--- config.mk ---
export PLATFORM = sky130hd
export DESIGN_NAME = cbtd_top
export DESIGN_NICKNAME = d
export VERILOG_FILES = /design/src/cbtd_pkg.sv /design/src/cbtd_timebase.sv /design/src/cbtd_top.sv
export VERILOG_INCLUDE_DIRS = /design/src
export SDC_FILE = /design/constraint.sdc
export NUM_CORES = 1
export LEC_CHECK = 0
export BUFFER_PORTS_ARGS = -buffer_cell sky130_fd_sc_hd__buf_2
export CAP_MARGIN = 20
export CORE_UTILIZATION = 40
export DETAILED_ROUTE_END_ITERATION = 8
export MAX_ROUTING_LAYER = met4
export PLACE_DENSITY = 0.58
export SYNTH_ARGS = -nofsm -noshare
export SYNTH_HDL_FRONTEND = slang
export SYNTH_SLANG_ARGS = --single-unit
--- constraint.sdc ---
create_clock -name clock -period 6.05 [get_ports clock]
set_input_delay 1.21 -clock clock [delete_from_list [all_inputs] [get_ports clock]]
set_output_delay 1.21 -clock clock [all_outputs]
set_load 0.1 [all_outputs]
--- src/cbtd_map.svh ---
/*
 * Offsets-free constant map of the cell-balance timer and discharge block:
 * prescaler codes, step lengths, cell groups and all timing counts.
 * Assumes a 40 MHz core clock; included by bare name.
 */
`ifndef CBTD_MAP_SVH
`define CBTD_MAP_SVH

// core clock and base tick
`define CBTD_CLK_PERIOD_NS      25
`define CBTD_TICK_PERIOD_US     62500
`define CBTD_TICK_CYCLES        ((`CBTD_TICK_PERIOD_US * 1000) / `CBTD_CLK_PERIOD_NS)
`define CBTD_TICKS_PER_SEC      (1000000 / `CBTD_TICK_PERIOD_US)
`define CBTD_ALIVE_PERIOD_MS    500
`define CBTD_ALIVE_TICKS        ((`CBTD_ALIVE_PERIOD_MS * 1000) / `CBTD_TICK_PERIOD_US)

// emergency discharge windows
`define CBTD_WINDOW_S           60
`define CBTD_WINDOW_TICKS       (`CBTD_WINDOW_S * `CBTD_TICKS_PER_SEC)
`define CBTD_DUTY_STEP_MS       7500
`define CBTD_DUTY_STEP_TICKS    ((`CBTD_DUTY_STEP_MS * 1000) / `CBTD_TICK_PERIOD_US)
`define CBTD_MIN_OFF_TICKS      1
`define CBTD_TIMEOUT_STEP_H     2
`define CBTD_TIMEOUT_STEP_WIN   (`CBTD_TIMEOUT_STEP_H * 60)

// cell groups, cell 1 is bit 0
`define CBTD_ODD_CELLS          12'h555
`define CBTD_EVEN_CELLS         12'hAAA

// watchdog prescaler codes and last second index of each step
`define CBTD_PRESC_OFF          3'h0
`define CBTD_PRESC_1S           3'h1
`define CBTD_PRESC_4S           3'h2
`define CBTD_PRESC_16S          3'h3
`define CBTD_PRESC_64S          3'h4
`define CBTD_PRESC_128S         3'h5
`define CBTD_PRESC_256S         3'h6
`define CBTD_STEP_LAST_1S       8'h00
`define CBTD_STEP_LAST_4S       8'h03
`define CBTD_STEP_LAST_16S      8'h0F
`define CBTD_STEP_LAST_64S      8'h3F
`define CBTD_STEP_LAST_128S     8'h7F
`define CBTD_STEP_LAST_256S     8'hFF

`endif

--- src/cbtd_pkg.sv ---
/*
 * Types of the cell-balance timer and discharge block: configuration and
 * status bundles and the discharge mode states.
 * Assumes nothing beyond a SystemVerilog compiler.
 */
`default_nettype none

package cbtd_pkg;

    typedef struct packed {
        logic [11:0] balance_switch_enable_mask;
        logic [11:0] discharge_switch_mask;
        logic [2:0]  watchdog_prescale_sel;
        logic        aux_pin3_timer_output_sel;
        logic        emergency_discharge_enable;
        logic [7:0]  discharge_timeout_sel;
        logic [2:0]  discharge_duty_sel;
        logic        pin3_normal_drive;
        logic        pin3_normal_level;
    } cbtd_cfg_t;

    typedef struct packed {
        logic [11:0] balance_switch_on;
        logic [3:0]  watchdog_countdown;
        logic        watchdog_expired;
        logic        discharge_active;
        logic [3:0]  discharge_alive_counter;
    } cbtd_stat_t;

    typedef enum logic [1:0] {
        CBTD_IDLE   = 2'b01,
        CBTD_ACTIVE = 2'b10
    } cbtd_state_t;

endpackage : cbtd_pkg

`default_nettype wire

--- src/cbtd_timebase.sv ---
/*
 * Base tick generator: one-cycle pulse every CYCLES enabled clocks.
 * Assumes a synchronous active-high reset and a clock enable.
 */
`default_nettype none

module cbtd_timebase #(
    parameter int unsigned CYCLES = 2500000
) (
    input  wire logic clock,
    input  wire logic sys_rst,
    input  wire logic clk_en,
    output var  logic tick
);
    localparam int unsigned W = $clog2(CYCLES);

    logic [W-1:0] cnt_q;
    wire          last = (cnt_q == W'(CYCLES - 1));

    always_ff @(posedge clock) begin
        if (sys_rst) begin
            cnt_q <= '0;
            tick  <= 1'b0;
        end else if (clk_en) begin
            cnt_q <= last ? '0 : cnt_q + W'(1);
            tick  <= last;
        end
    end

endmodule : cbtd_timebase

`default_nettype wire

--- src/cbtd_top.sv ---
/*
 * Cell-balance watchdog and emergency-discharge controller: drives the
 * twelve balancing switches and the auxiliary pin 3. Every output is
 * registered and changes on the edge that takes the causing input, so
 * switches, pin and status flags never disagree for a cycle.
 * Assumes configuration comes from registers on the same clock, a single
 * 40 MHz clock and a synchronous active-high reset.
 */
//
// Behaviour
// expiry forces switches off, mask kept
// prescaler code selects step, zero disables
// countdown times step gives 1s..3840s
// expired stays off until disable or rewrite
// host refreshes countdown before reaching zero
// timer select drives pin high while counting
// discharge starts on enable with nonzero timeout
// entering discharge clears watchdog countdown
// discharge mask replaces balance mask
// entering discharge starts timeout timer
// alive counter counts at 2Hz, wraps
// pin high while discharge countdown active
// alternate odd and even one-minute windows
// each window ends with 62.5ms off
// duty code sets on-time, 7.5s steps
// timeout code counts two hours per step
// clearing enable ends mode, resets timer
// on exit, normal mask and pin control
// zero timeout or elapsed timeout ends mode
// countdown decrements once per step period
`default_nettype none
`include "cbtd_map.svh"

module cbtd_top #(
    parameter int unsigned TICK_CYCLES = `CBTD_TICK_CYCLES
) (
    input  wire logic                clock,
    input  wire logic                sys_rst,
    input  wire logic                clk_en,
    input  wire cbtd_pkg::cbtd_cfg_t cfg,
    input  wire logic                countdown_we,
    input  wire logic [3:0]          countdown_wdata,
    output var  cbtd_pkg::cbtd_stat_t stat,
    output var  logic                general_pin_3_out,
    output var  logic                general_pin_3_oe_n
);
    localparam int unsigned WIN_TICKS  = `CBTD_WINDOW_TICKS;
    localparam int unsigned DUTY_TICKS = `CBTD_DUTY_STEP_TICKS;
    localparam int unsigned OFF_TICKS  = `CBTD_MIN_OFF_TICKS;
    localparam int unsigned TPS        = `CBTD_TICKS_PER_SEC;
    localparam int unsigned ALIVE_T    = `CBTD_ALIVE_TICKS;
    localparam int unsigned TO_WIN     = `CBTD_TIMEOUT_STEP_WIN;

    // base tick of 62.5 ms
    logic tick;

    cbtd_timebase #(
        .CYCLES (TICK_CYCLES)
    ) u_timebase (
        .clock   (clock),
        .sys_rst (sys_rst),
        .clk_en  (clk_en),
        .tick    (tick)
    );

    // watchdog state
    logic [3:0] wd_cnt_q;
    logic [3:0] wd_cnt_d;
    logic [3:0] wd_sub_q;
    logic [7:0] wd_sec_q;

    // discharge state
    cbtd_pkg::cbtd_state_t st_q;
    cbtd_pkg::cbtd_state_t st_d;
    logic        blocked_q;
    logic        odd_phase_q;
    logic [9:0]  win_tick_q;
    logic [15:0] win_cnt_q;
    logic [3:0]  alive_q;

    // prescaler decode
    wire [2:0] psel = cfg.watchdog_prescale_sel;
    wire wd_on = (psel != `CBTD_PRESC_OFF) &&
                 (psel <= `CBTD_PRESC_256S);
    wire [7:0] step_last =
        (psel == `CBTD_PRESC_1S)   ? `CBTD_STEP_LAST_1S   :
        (psel == `CBTD_PRESC_4S)   ? `CBTD_STEP_LAST_4S   :
        (psel == `CBTD_PRESC_16S)  ? `CBTD_STEP_LAST_16S  :
        (psel == `CBTD_PRESC_64S)  ? `CBTD_STEP_LAST_64S  :
        (psel == `CBTD_PRESC_128S) ? `CBTD_STEP_LAST_128S :
                                     `CBTD_STEP_LAST_256S;

    wire wd_counting = wd_on && (wd_cnt_q != 4'h0);
    // output-side views use the next countdown, so a write, a step and
    // an entry into discharge show on switches, pin and flag together
    wire wd_expired_d  = wd_on && (wd_cnt_d == 4'h0);
    wire wd_counting_d = wd_on && (wd_cnt_d != 4'h0);
    wire sec_pulse   = tick && (wd_sub_q == 4'(TPS - 1));
    wire step_end    = sec_pulse && (wd_sec_q == step_last);

    // discharge decode
    wire active    = (st_q == cbtd_pkg::CBTD_ACTIVE);
    wire active_d  = (st_d == cbtd_pkg::CBTD_ACTIVE);
    wire to_zero   = (cfg.discharge_timeout_sel == 8'h00);
    wire start     = !active && !blocked_q &&
                     cfg.emergency_discharge_enable && !to_zero;
    // limit in windows: code + 1 steps of two hours, so 01h lasts four
    // hours; the count ends on the last tick of the final window
    wire [15:0] to_limit =
        16'((32'(cfg.discharge_timeout_sel) + 32'd1) * TO_WIN);
    wire win_last  = tick && (win_tick_q == 10'(WIN_TICKS - 1));
    wire timed_out = win_last && ((win_cnt_q + 16'h0001) >= to_limit);
    wire stop      = active && (!cfg.emergency_discharge_enable ||
                                to_zero || timed_out);

    // on-time per window, last code trimmed so one off tick remains
    wire [9:0] on_full =
        10'((32'(cfg.discharge_duty_sel) + 32'd1) * DUTY_TICKS);
    wire [9:0] on_ticks =
        (on_full > 10'(WIN_TICKS - OFF_TICKS)) ?
        10'(WIN_TICKS - OFF_TICKS) : on_full;
    // the off tail of each window keeps odd and even groups from ever
    // conducting together, whatever the duty code
    wire sw_on_phase = (win_tick_q < on_ticks);
    wire [11:0] group = odd_phase_q ? `CBTD_ODD_CELLS : `CBTD_EVEN_CELLS;
    wire [11:0] dchg_sw =
        sw_on_phase ? (cfg.discharge_switch_mask & group) : 12'h000;

    // mode state
    always_comb begin
        st_d = st_q;
        unique case (st_q)
            cbtd_pkg::CBTD_IDLE: begin
                if (start) begin
                    st_d = cbtd_pkg::CBTD_ACTIVE;
                end
            end
            cbtd_pkg::CBTD_ACTIVE: begin
                if (stop) begin
                    st_d = cbtd_pkg::CBTD_IDLE;
                end
            end
            default: begin
                st_d = cbtd_pkg::CBTD_IDLE;
            end
        endcase
    end

    always_ff @(posedge clock) begin
        if (sys_rst) begin
            st_q <= cbtd_pkg::CBTD_IDLE;
        end else if (clk_en) begin
            st_q <= st_d;
        end
    end

    // a mode that timed out with the enable still set must not restart
    // until software drops the enable
    always_ff @(posedge clock) begin
        if (sys_rst) begin
            blocked_q <= 1'b0;
        end else if (clk_en) begin
            if (!cfg.emergency_discharge_enable) begin
                blocked_q <= 1'b0;
            end else if (stop) begin
                blocked_q <= 1'b1;
            end
        end
    end

    // window position and odd/even phase
    always_ff @(posedge clock) begin
        if (sys_rst) begin
            win_tick_q  <= 10'h000;
            odd_phase_q <= 1'b1;
        end else if (clk_en) begin
            if (!active || stop) begin
                win_tick_q  <= 10'h000;
                odd_phase_q <= 1'b1;
            end else if (win_last) begin
                win_tick_q  <= 10'h000;
                odd_phase_q <= !odd_phase_q;
            end else if (tick) begin
                win_tick_q  <= win_tick_q + 10'h001;
            end
        end
    end

    // timeout timer counts whole windows; it restarts from zero on every
    // entry, so a new mode never inherits elapsed time
    always_ff @(posedge clock) begin
        if (sys_rst) begin
            win_cnt_q <= 16'h0000;
        end else if (clk_en) begin
            if (!active || stop) begin
                win_cnt_q <= 16'h0000;
            end else if (win_last) begin
                win_cnt_q <= win_cnt_q + 16'h0001;
            end
        end
    end

    // alive counter, held while idle and kept across entries
    wire       alive_step = active && tick &&
                            (win_tick_q[2:0] == 3'(ALIVE_T - 1));
    wire [3:0] alive_d    = alive_step ? alive_q + 4'h1 : alive_q;

    always_ff @(posedge clock) begin
        if (sys_rst) begin
            alive_q <= 4'h0;
        end else if (clk_en) begin
            alive_q <= alive_d;
        end
    end

    // watchdog countdown; a host write restarts the step so the first
    // step after a refresh is at most one free-running tick short
    always_comb begin
        wd_cnt_d = wd_cnt_q;
        // entry wins over a host write in the same cycle, so discharge
        // always begins with the countdown at zero
        if (start) begin
            wd_cnt_d = 4'h0;
        end else if (countdown_we) begin
            wd_cnt_d = countdown_wdata;
        end else if (wd_counting && step_end) begin
            wd_cnt_d = wd_cnt_q - 4'h1;
        end
    end

    always_ff @(posedge clock) begin
        if (sys_rst) begin
            wd_cnt_q <= 4'h0;
        end else if (clk_en) begin
            wd_cnt_q <= wd_cnt_d;
        end
    end

    // step phase: sixteen ticks make a second, step_last + 1 seconds a
    // step; it idles at zero whenever nothing is counting
    always_ff @(posedge clock) begin
        if (sys_rst) begin
            wd_sub_q <= 4'h0;
            wd_sec_q <= 8'h00;
        end else if (clk_en) begin
            if (countdown_we || !wd_counting) begin
                wd_sub_q <= 4'h0;
                wd_sec_q <= 8'h00;
            end else if (tick) begin
                wd_sub_q <= sec_pulse ? 4'h0 : wd_sub_q + 4'h1;
                if (step_end) begin
                    wd_sec_q <= 8'h00;
                end else if (sec_pulse) begin
                    wd_sec_q <= wd_sec_q + 8'h01;
                end
            end
        end
    end

    // switch selection; the mask itself is never altered here
    wire [11:0] bal_sw =
        wd_expired_d ? 12'h000 : cfg.balance_switch_enable_mask;
    wire [11:0] sw_d = active_d ? dchg_sw : bal_sw;

    // pin 3 source: discharge first, then the watchdog, then the
    // normal pin configuration
    wire pin_drive_d = active_d || cfg.aux_pin3_timer_output_sel ||
                       cfg.pin3_normal_drive;
    wire pin_level_d =
        active_d                      ? 1'b1 :
        cfg.aux_pin3_timer_output_sel ? wd_counting_d :
                                        cfg.pin3_normal_level;

    // registered status
    always_ff @(posedge clock) begin
        if (sys_rst) begin
            stat <= '0;
        end else if (clk_en) begin
            stat.balance_switch_on       <= sw_d;
            stat.watchdog_countdown      <= wd_cnt_d;
            stat.watchdog_expired        <= wd_expired_d;
            stat.discharge_active        <= active_d;
            stat.discharge_alive_counter <= alive_d;
        end
    end

    // registered pin; released out of reset so nothing is driven onto
    // the line before configuration settles
    always_ff @(posedge clock) begin
        if (sys_rst) begin
            general_pin_3_out  <= 1'b0;
            general_pin_3_oe_n <= 1'b1;
        end else if (clk_en) begin
            general_pin_3_out  <= pin_level_d;
            general_pin_3_oe_n <= !pin_drive_d;
        end
    end

endmodule : cbtd_top

`default_nettype wire

==> results.toml, run 1 <==
[timing]
relSlewSlack_pct = 46.3
report.final.hold_viol_count = 0
fin_hold_ws_ns = 0.477
post-route-period-util_pct = 97.3
finalSetupViolations = 0
slew_violations = 0
worst_slew_pin_slew_ns = 0.805
skew_ns = 0.0122
grt_setup_unrepaired = "true"
period_needed_ns = 5.89
setup_tns_ns = 0
fmaxAchievable_ghz = 0.170

[setup_path]
path_max_fanout = 5
cp_num_cells = 25
crit_path_frequent_cell = "ha_1"
end_kind = "flip-flop"
startpoint_type = "primary input"
arrival_ns = 6.15
crit_slowest_cell = "or4b_4"
cp.required_ns = 6.32
critPathKind = "primary input to flip-flop"
reg2reg_depth = 15
crit_family = "compound AO/OA/AOI/OAI gates"
cpPeakStageDelay_ns = 0.57
path_buf_inv = 5

[global_route]
grt_pass1_wl_um = 27600
antenna_found_initial = 0
gr-total-overflow = 0
grt_pass1_vias = 5709
grt_max_degree = 39
grt_use_total_pct = 20.0

[clock_tree]
clock_path_buffers = 2
htreeDepth = 3
cts_root_buffer = "clkbuf_16"
cts_tree = "done"
cts_sinks = 89
cts.hold.buffers_added = 0
insertion_delay_ns = 0.35
cts-buffers-inserted = 9
clk_pin_slew_ns = 0.07

[placement]
port-buffer-count = 73
hpwl_um = 12400
gp_congestion = 0.844

[floorplan]
die_w_um = 132
fp.dieH_um = 132
coreArea_um2 = 16500
pin_count = 74
fp-row-count = 47
start_util_pct = 40.8
dieArea_um2 = 17400

[logic_synthesis]
async_flop_share_pct = 0
synth_ff_type = "dfxtp_1"
yosysWarnings = 0
synthesis.area_um2 = 6740
yosysMostFrequentCell = "nor2_1"
postSynthCellCount = 839
yosys-top-cells-area = "dfxtp_1 (26%), ha_1 (12%), nor2_1 (6.2%), xor2_1 (5.5%), fa_1 (3.9%)"
yosysSeqAreaShare_pct = 26.4
yosys.area.top_type = "dfxtp_1"
syn-num-nets = 966
yosysUniqueCellTypes = 72
avgSynthCellArea_um2 = 8.03
yosysTopAreaCellShare_pct = 26.4
synth_edf_count = 0
ys_seq_elements = 89
synthTopCellsByCount = "nor2_1 (111), dfxtp_1 (89), ha_1 (64), inv_1 (64), nand2_1 (61)"

[hold_path]
hold_depth = 2
hold_class = "flip-flop to flip-flop"

[power]
p_sw_uw = 703
p_int_mw = 1.21
share_seq_of_total_power_pct = 32.1
pwr_density_cell_nw_per_um2 = 232
leakagePower_nw = 3.62
switching_share_pct = 36.7
clkPwrFrac_pct = 27.5
p_comb_share_pct = 40.5
peakVddDrop_mv = 0.201

[layout]
area_growth_pct = 22.4
n_antenna_cell = 0
drive_above_1_share_pct = 21.3
nNetsFinal = 1081
fillers = 1577

[routing]
routed_wl_um = 16300
firstDrtPassIters = 4
vias = 6062
drtAntennaViolNets = 0
wl_per_cell_um = 13.8
drc = 0
viasPerCell = 5.15
drt_iter0_drc = 335

[status]
status = "complete, no violations"

[run]
drv_cap = 0
area by class of cell:
type	instances	area (um2)	area share [%]
flip-flops and latches	89	1780	21.6
inverters	65	244	2.96
clock inverters	6	50.0	0.607
multi-input cells	656	4840	58.7
repair buffers	133	828	10.0
well taps	220	275	3.34
clock buffers	9	225	2.73
kinds of logic (layout without fill, tap and decap cells):
group | Yosys count | in the layout | share of synthesized area (%)
AO/OA/AOI/OAI | 157 | 157 | 15.7
XOR/XNOR | 70 | 70 | 9.10
adder cells (fa/ha/maj) | 78 | 78 | 15.9
buffers and inverters | 94 | 213 | 5.42
flip-flops | 89 | 89 | 26.4
multiplexers | 13 | 13 | 2.02
AND/OR/NAND/NOR | 338 | 338 | 25.4
registers in the layout, indices dropped and copies added, names as in the netlist:
name                flops
general_pin_3_out       1
st_q                    2
general_pin_3_oe_n      1
blocked_q               1
stat                   22
u_timebase.cnt_q       22
odd_phase_q             1
win_tick_q             10
win_cnt_q              16
wd_sub_q                4
u_timebase.tick         1
wd_sec_q                8
per-layer routing:
metal  part of all wire [%]  vias up  track usage [%]
li1                       -     3156                -
met1                     52     2814             28.3
met2                     44       87             29.2
met3                    3.1        5             3.31
met4                   0.74        0             5.23
met5                      0        -                -
worst register-to-register path: cells and delay by family, from the launching register on:
family          cells  cell delay, ns
compound gates      4            0.70
fa+ha+maj           2            0.51
xor+xnor            1            0.22
flops               1            0.40
simple gates        8            2.12
what timing repair did:
item | in CTS | in global routing
pin swaps | 2 | 21
setup buffers | 1 | 10
hold endpoints to repair | 0 | 0
endpoints found under the setup margin | 13 | 35
gates resized for setup | 5 | 48
path summary, 6_finish.rpt:
path,slack (ns),end,start
max,0.16,stat[21]$_SDFFE_PP0P_,cfg[6]
min,0.48,wd_sub_q[1]$_SDFFE_PP0P_,wd_sub_q[1]$_SDFFE_PP0P_
max reg2reg,2.04,stat[21]$_SDFFE_PP0P_,win_cnt_q[0]$_SDFFE_PP0P_
min reg2reg,0.48,wd_sub_q[1]$_SDFFE_PP0P_,wd_sub_q[1]$_SDFFE_PP0P_
power groups by stage:
stage / logic [mW] / clock network, mW / registers (mW)
final: 0.775 / 0.525 / 0.613
after global routing: 0.865 / 0.563 / 0.616
after CTS: 0.709 / 0.541 / 0.613
after detailed placement: 0.699 / 0 / 0.626
after global placement: 0.698 / 0 / 0.626
after floorplan: 0.428 / 0 / 0.702
through the flow:
stage               std cells  total power, mW  util (%)  worst slack [ns]  instance area, um2
detailed placement       1156             1.33      46.5            -0.421                7680
finish                   1178             1.91      49.9             0.162                8240
floorplan                 839             1.13         -            0.0357                6770
CTS                      1172             1.86      48.3           0.00871                7980
global placement         1156             1.32      46.5            -0.314                7680
global route             1178             2.04      49.9           -0.0652                8240
layout by cell type, fill, tap and decap left out, drive strengths merged, types with 8 or more instances in the layout:
cell type and count:
nor3b 8, and2 8, a21oi 47, dfxtp 89
buf 133, a21o 9, xnor2 28, nand3 38
nor2b 8, xor2 42, fa 13, nand4 16
a211oi 11, nand3b 11, inv 67, ha 64
clkbuf 9, o21ai 38, nor2 111, and3 17
nand2 62, mux2i 11, nor3 27
(Power assumes the default switching activity.)
==> run 2: changes to the inputs <==
Settings changed: ABC_AREA set to 1, CAP_MARGIN 20 to unset.
==> results.toml, run 2 <==
[status]
status = "complete, no violations"

[logic_synthesis]
yosysWarnings = 0
yosys-top-cells-area = "dfxtp_1 (26%), ha_1 (12%), nand2_1 (8.9%), inv_1 (7.6%), a21oi_1 (6.4%)"
postSynthCellCount = 955
yosysUniqueCellTypes = 53
async_flop_share_pct = 0
yosysTopAreaCellShare_pct = 26.3
synth_ff_type = "dfxtp_1"
syn-num-nets = 1082
synth_edf_count = 0
yosysMostFrequentCell = "nand2_1"
avgSynthCellArea_um2 = 7.09
yosys.area.top_type = "dfxtp_1"
synthTopCellsByCount = "nand2_1 (160), inv_1 (138), nor2_1 (103)"
ys_seq_elements = 89
yosysSeqAreaShare_pct = 26.3
synthesis.area_um2 = 6770

[routing]
vias = 6337
routed_wl_um = 15700
firstDrtPassIters = 5
wl_per_cell_um = 12.0
drc = 0
drtAntennaViolNets = 0
viasPerCell = 4.86
drt_iter0_drc = 264

[global_route]
grt_pass1_wl_um = 27100
grt_use_total_pct = 19.3
gr-total-overflow = 0
grt_pass1_vias = 5944
antenna_found_initial = 0
grt_max_degree = 45

[timing]
skew_ns = 0.00638
relSlewSlack_pct = 30.2
worst_slew_pin_slew_ns = 1.05
setup_tns_ns = 0
post-route-period-util_pct = 95.5
finalSetupViolations = 0
grt_setup_unrepaired = "true"
report.final.hold_viol_count = 0
period_needed_ns = 5.77
fmaxAchievable_ghz = 0.173
slew_violations = 0

[clock_tree]
clk_pin_slew_ns = 0.06
insertion_delay_ns = 0.34
cts_tree = "done"
cts_sinks = 89
clock_path_buffers = 2
cts.hold.buffers_added = 0
cts_root_buffer = "clkbuf_16"
htreeDepth = 3
cts-buffers-inserted = 9

[setup_path]
reg2reg_depth = 24
path_max_fanout = 4
r2r_start = "win_cnt_q[0]$_SDFFE_PP0P_"
end_kind = "flip-flop"
crit_slowest_cell = "fa_2"
r2r-end = "win_tick_q[3]$_SDFFE_PP0P_"
startpoint_type = "primary input"
rrSetupSlack_ns = 2.36
crit_family = "adder cells"
path_buf_inv = 9
crit_path_frequent_cell = "nor2_1"
cp.required_ns = 6.33
cpPeakStageDelay_ns = 0.58
arrival_ns = 6.05
critPathKind = "primary input to flip-flop"

[power]
peakVddDrop_mv = 0.141
p_sw_uw = 712
switching_share_pct = 35.7
p_int_mw = 1.28
clkPwrFrac_pct = 26.5
pwr_density_cell_nw_per_um2 = 236
leakagePower_nw = 3.93
p_comb_share_pct = 42.5
share_seq_of_total_power_pct = 31.0
finalPower_mw = 2.00

[placement]
dp_cells = 1285
post_dp_cell_area_um2 = 7760
port-buffer-count = 73
hpwl_um = 11900
gp_congestion = 0.845

[floorplan]
start_util_pct = 40.8
pin_count = 74
dieArea_um2 = 17500
die_w_um = 132
fp.dieH_um = 132
fp-row-count = 47
coreArea_um2 = 16600

[layout]
layout_commonest_cell = "nand2_1"
design_area_um2 = 8450
n_antenna_cell = 0
area_growth_pct = 24.8
drive_above_1_share_pct = 23.0
mostFrequentLayoutCells = "nand2_1 (151), inv_1 (125), nor2_1 (97), dfxtp_1 (89), a21oi_1 (72)"
nNetsFinal = 1210
reg.largest.list = "stat (22), u_timebase.cnt_q (22), win_cnt_q (16)"
final_util_pct = 51.0
fin_cells = 1305

[hold_path]
min-delay-start = "stat[12]$_SDFFE_PP0P_"
whs_endpoint = "stat[12]$_SDFFE_PP0P_"
hold_class = "flip-flop to flip-flop"
hold_depth = 2

[run]
drv_cap = 0
==> run 2: cell count changes after synthesis, moves of 13 or more <==
cell	before	now
a21oi_1	47	86
and3_1	16	3
xnor2_1	28	12
inv_1	64	138
nand3_1	38	61
nand2_1	61	160
==> run 2: power by group through the flow <==
stage / sequential, mW / clock, mW / combinational (mW)
CTS: 0.620 / 0.546 / 0.743
detailed placement: 0.632 / 0 / 0.736
global placement: 0.632 / 0 / 0.733
finish: 0.620 / 0.528 / 0.848
global route: 0.622 / 0.569 / 0.964
floorplan: 0.704 / 0 / 0.442
==> run 2: worst max path at each step <==
stage | start | to | slack (ns) | cells past startpoint
3_5_place_dp | cfg[5] | win_tick_q[3]$_SDFFE_PP0P_ | -0.37 | 39
6_report | cfg[5] | win_tick_q[3]$_SDFFE_PP0P_ | 0.28 | 38
5_1_grt | cfg[5] | win_tick_q[3]$_SDFFE_PP0P_ | -0.11 | 38
4_1_cts | cfg[5] | win_tick_q[3]$_SDFFE_PP0P_ | 0.1 | 39
2_1_floorplan | cfg[5] | win_cnt_q[13]$_SDFFE_PP0P_ | 0.009 | 36
3_3_place_gp | cfg[5] | win_tick_q[3]$_SDFFE_PP0P_ | -0.24 | 39
==> run 2: through the flow <==
stage / setup slack [ns] / hold slack (ns)
after detailed placement: -0.371 / 0.459
after global placement: -0.241 / 0.452
final: 0.275 / 0.469
after CTS: 0.0968 / 0.468
after global routing: -0.106 / 0.493
after floorplan: 0.00891 / 0.448
==> run 2: kinds of logic after synthesis <==
logic type,Yosys count,synth area share (%)
flops,89,26.3
buf+inv,170,9.88
xor+xnor,51,6.59
compound gates,157,13.5
fa+ha+maj,77,15.7
simple gates,411,28.0
==> run 2: worst min-delay path: cells and delay by family, from the launching register on <==
family	cells	cell delay, ns
AO/OA/AOI/OAI	1	0.05
AND/OR/NAND/NOR	1	0.06
flip-flops	1	0.31
==> run 2: per-layer routing <==
layer  wire [um]  GRT usage, %
met5           0             -
met4         106          4.07
met3         550          3.34
met2        7280          30.9
met1        7750          25.3
==> run 2: cell type report <==
type                            count  area, um2
Clock buffer                       12        236
Clock inverter                      1       30.0
Fill cell                        1694       8130
Inverter                          149        574
Multi-Input combinational cell    696       4630
Sequential cell                    89       1780
Tap cell                          220        275
Timing Repair Buffer              138        921
==> run 2: timing repair <==
| item | CTS | global route |
|---|---|---|
| pin swaps | 1 | 57 |
| setup buffers | 0 | 8 |
| setup endpoints to repair | 1 | 43 |
| endpoints found under the hold margin | 0 | 0 |
| resized for setup | 0 | 95 |
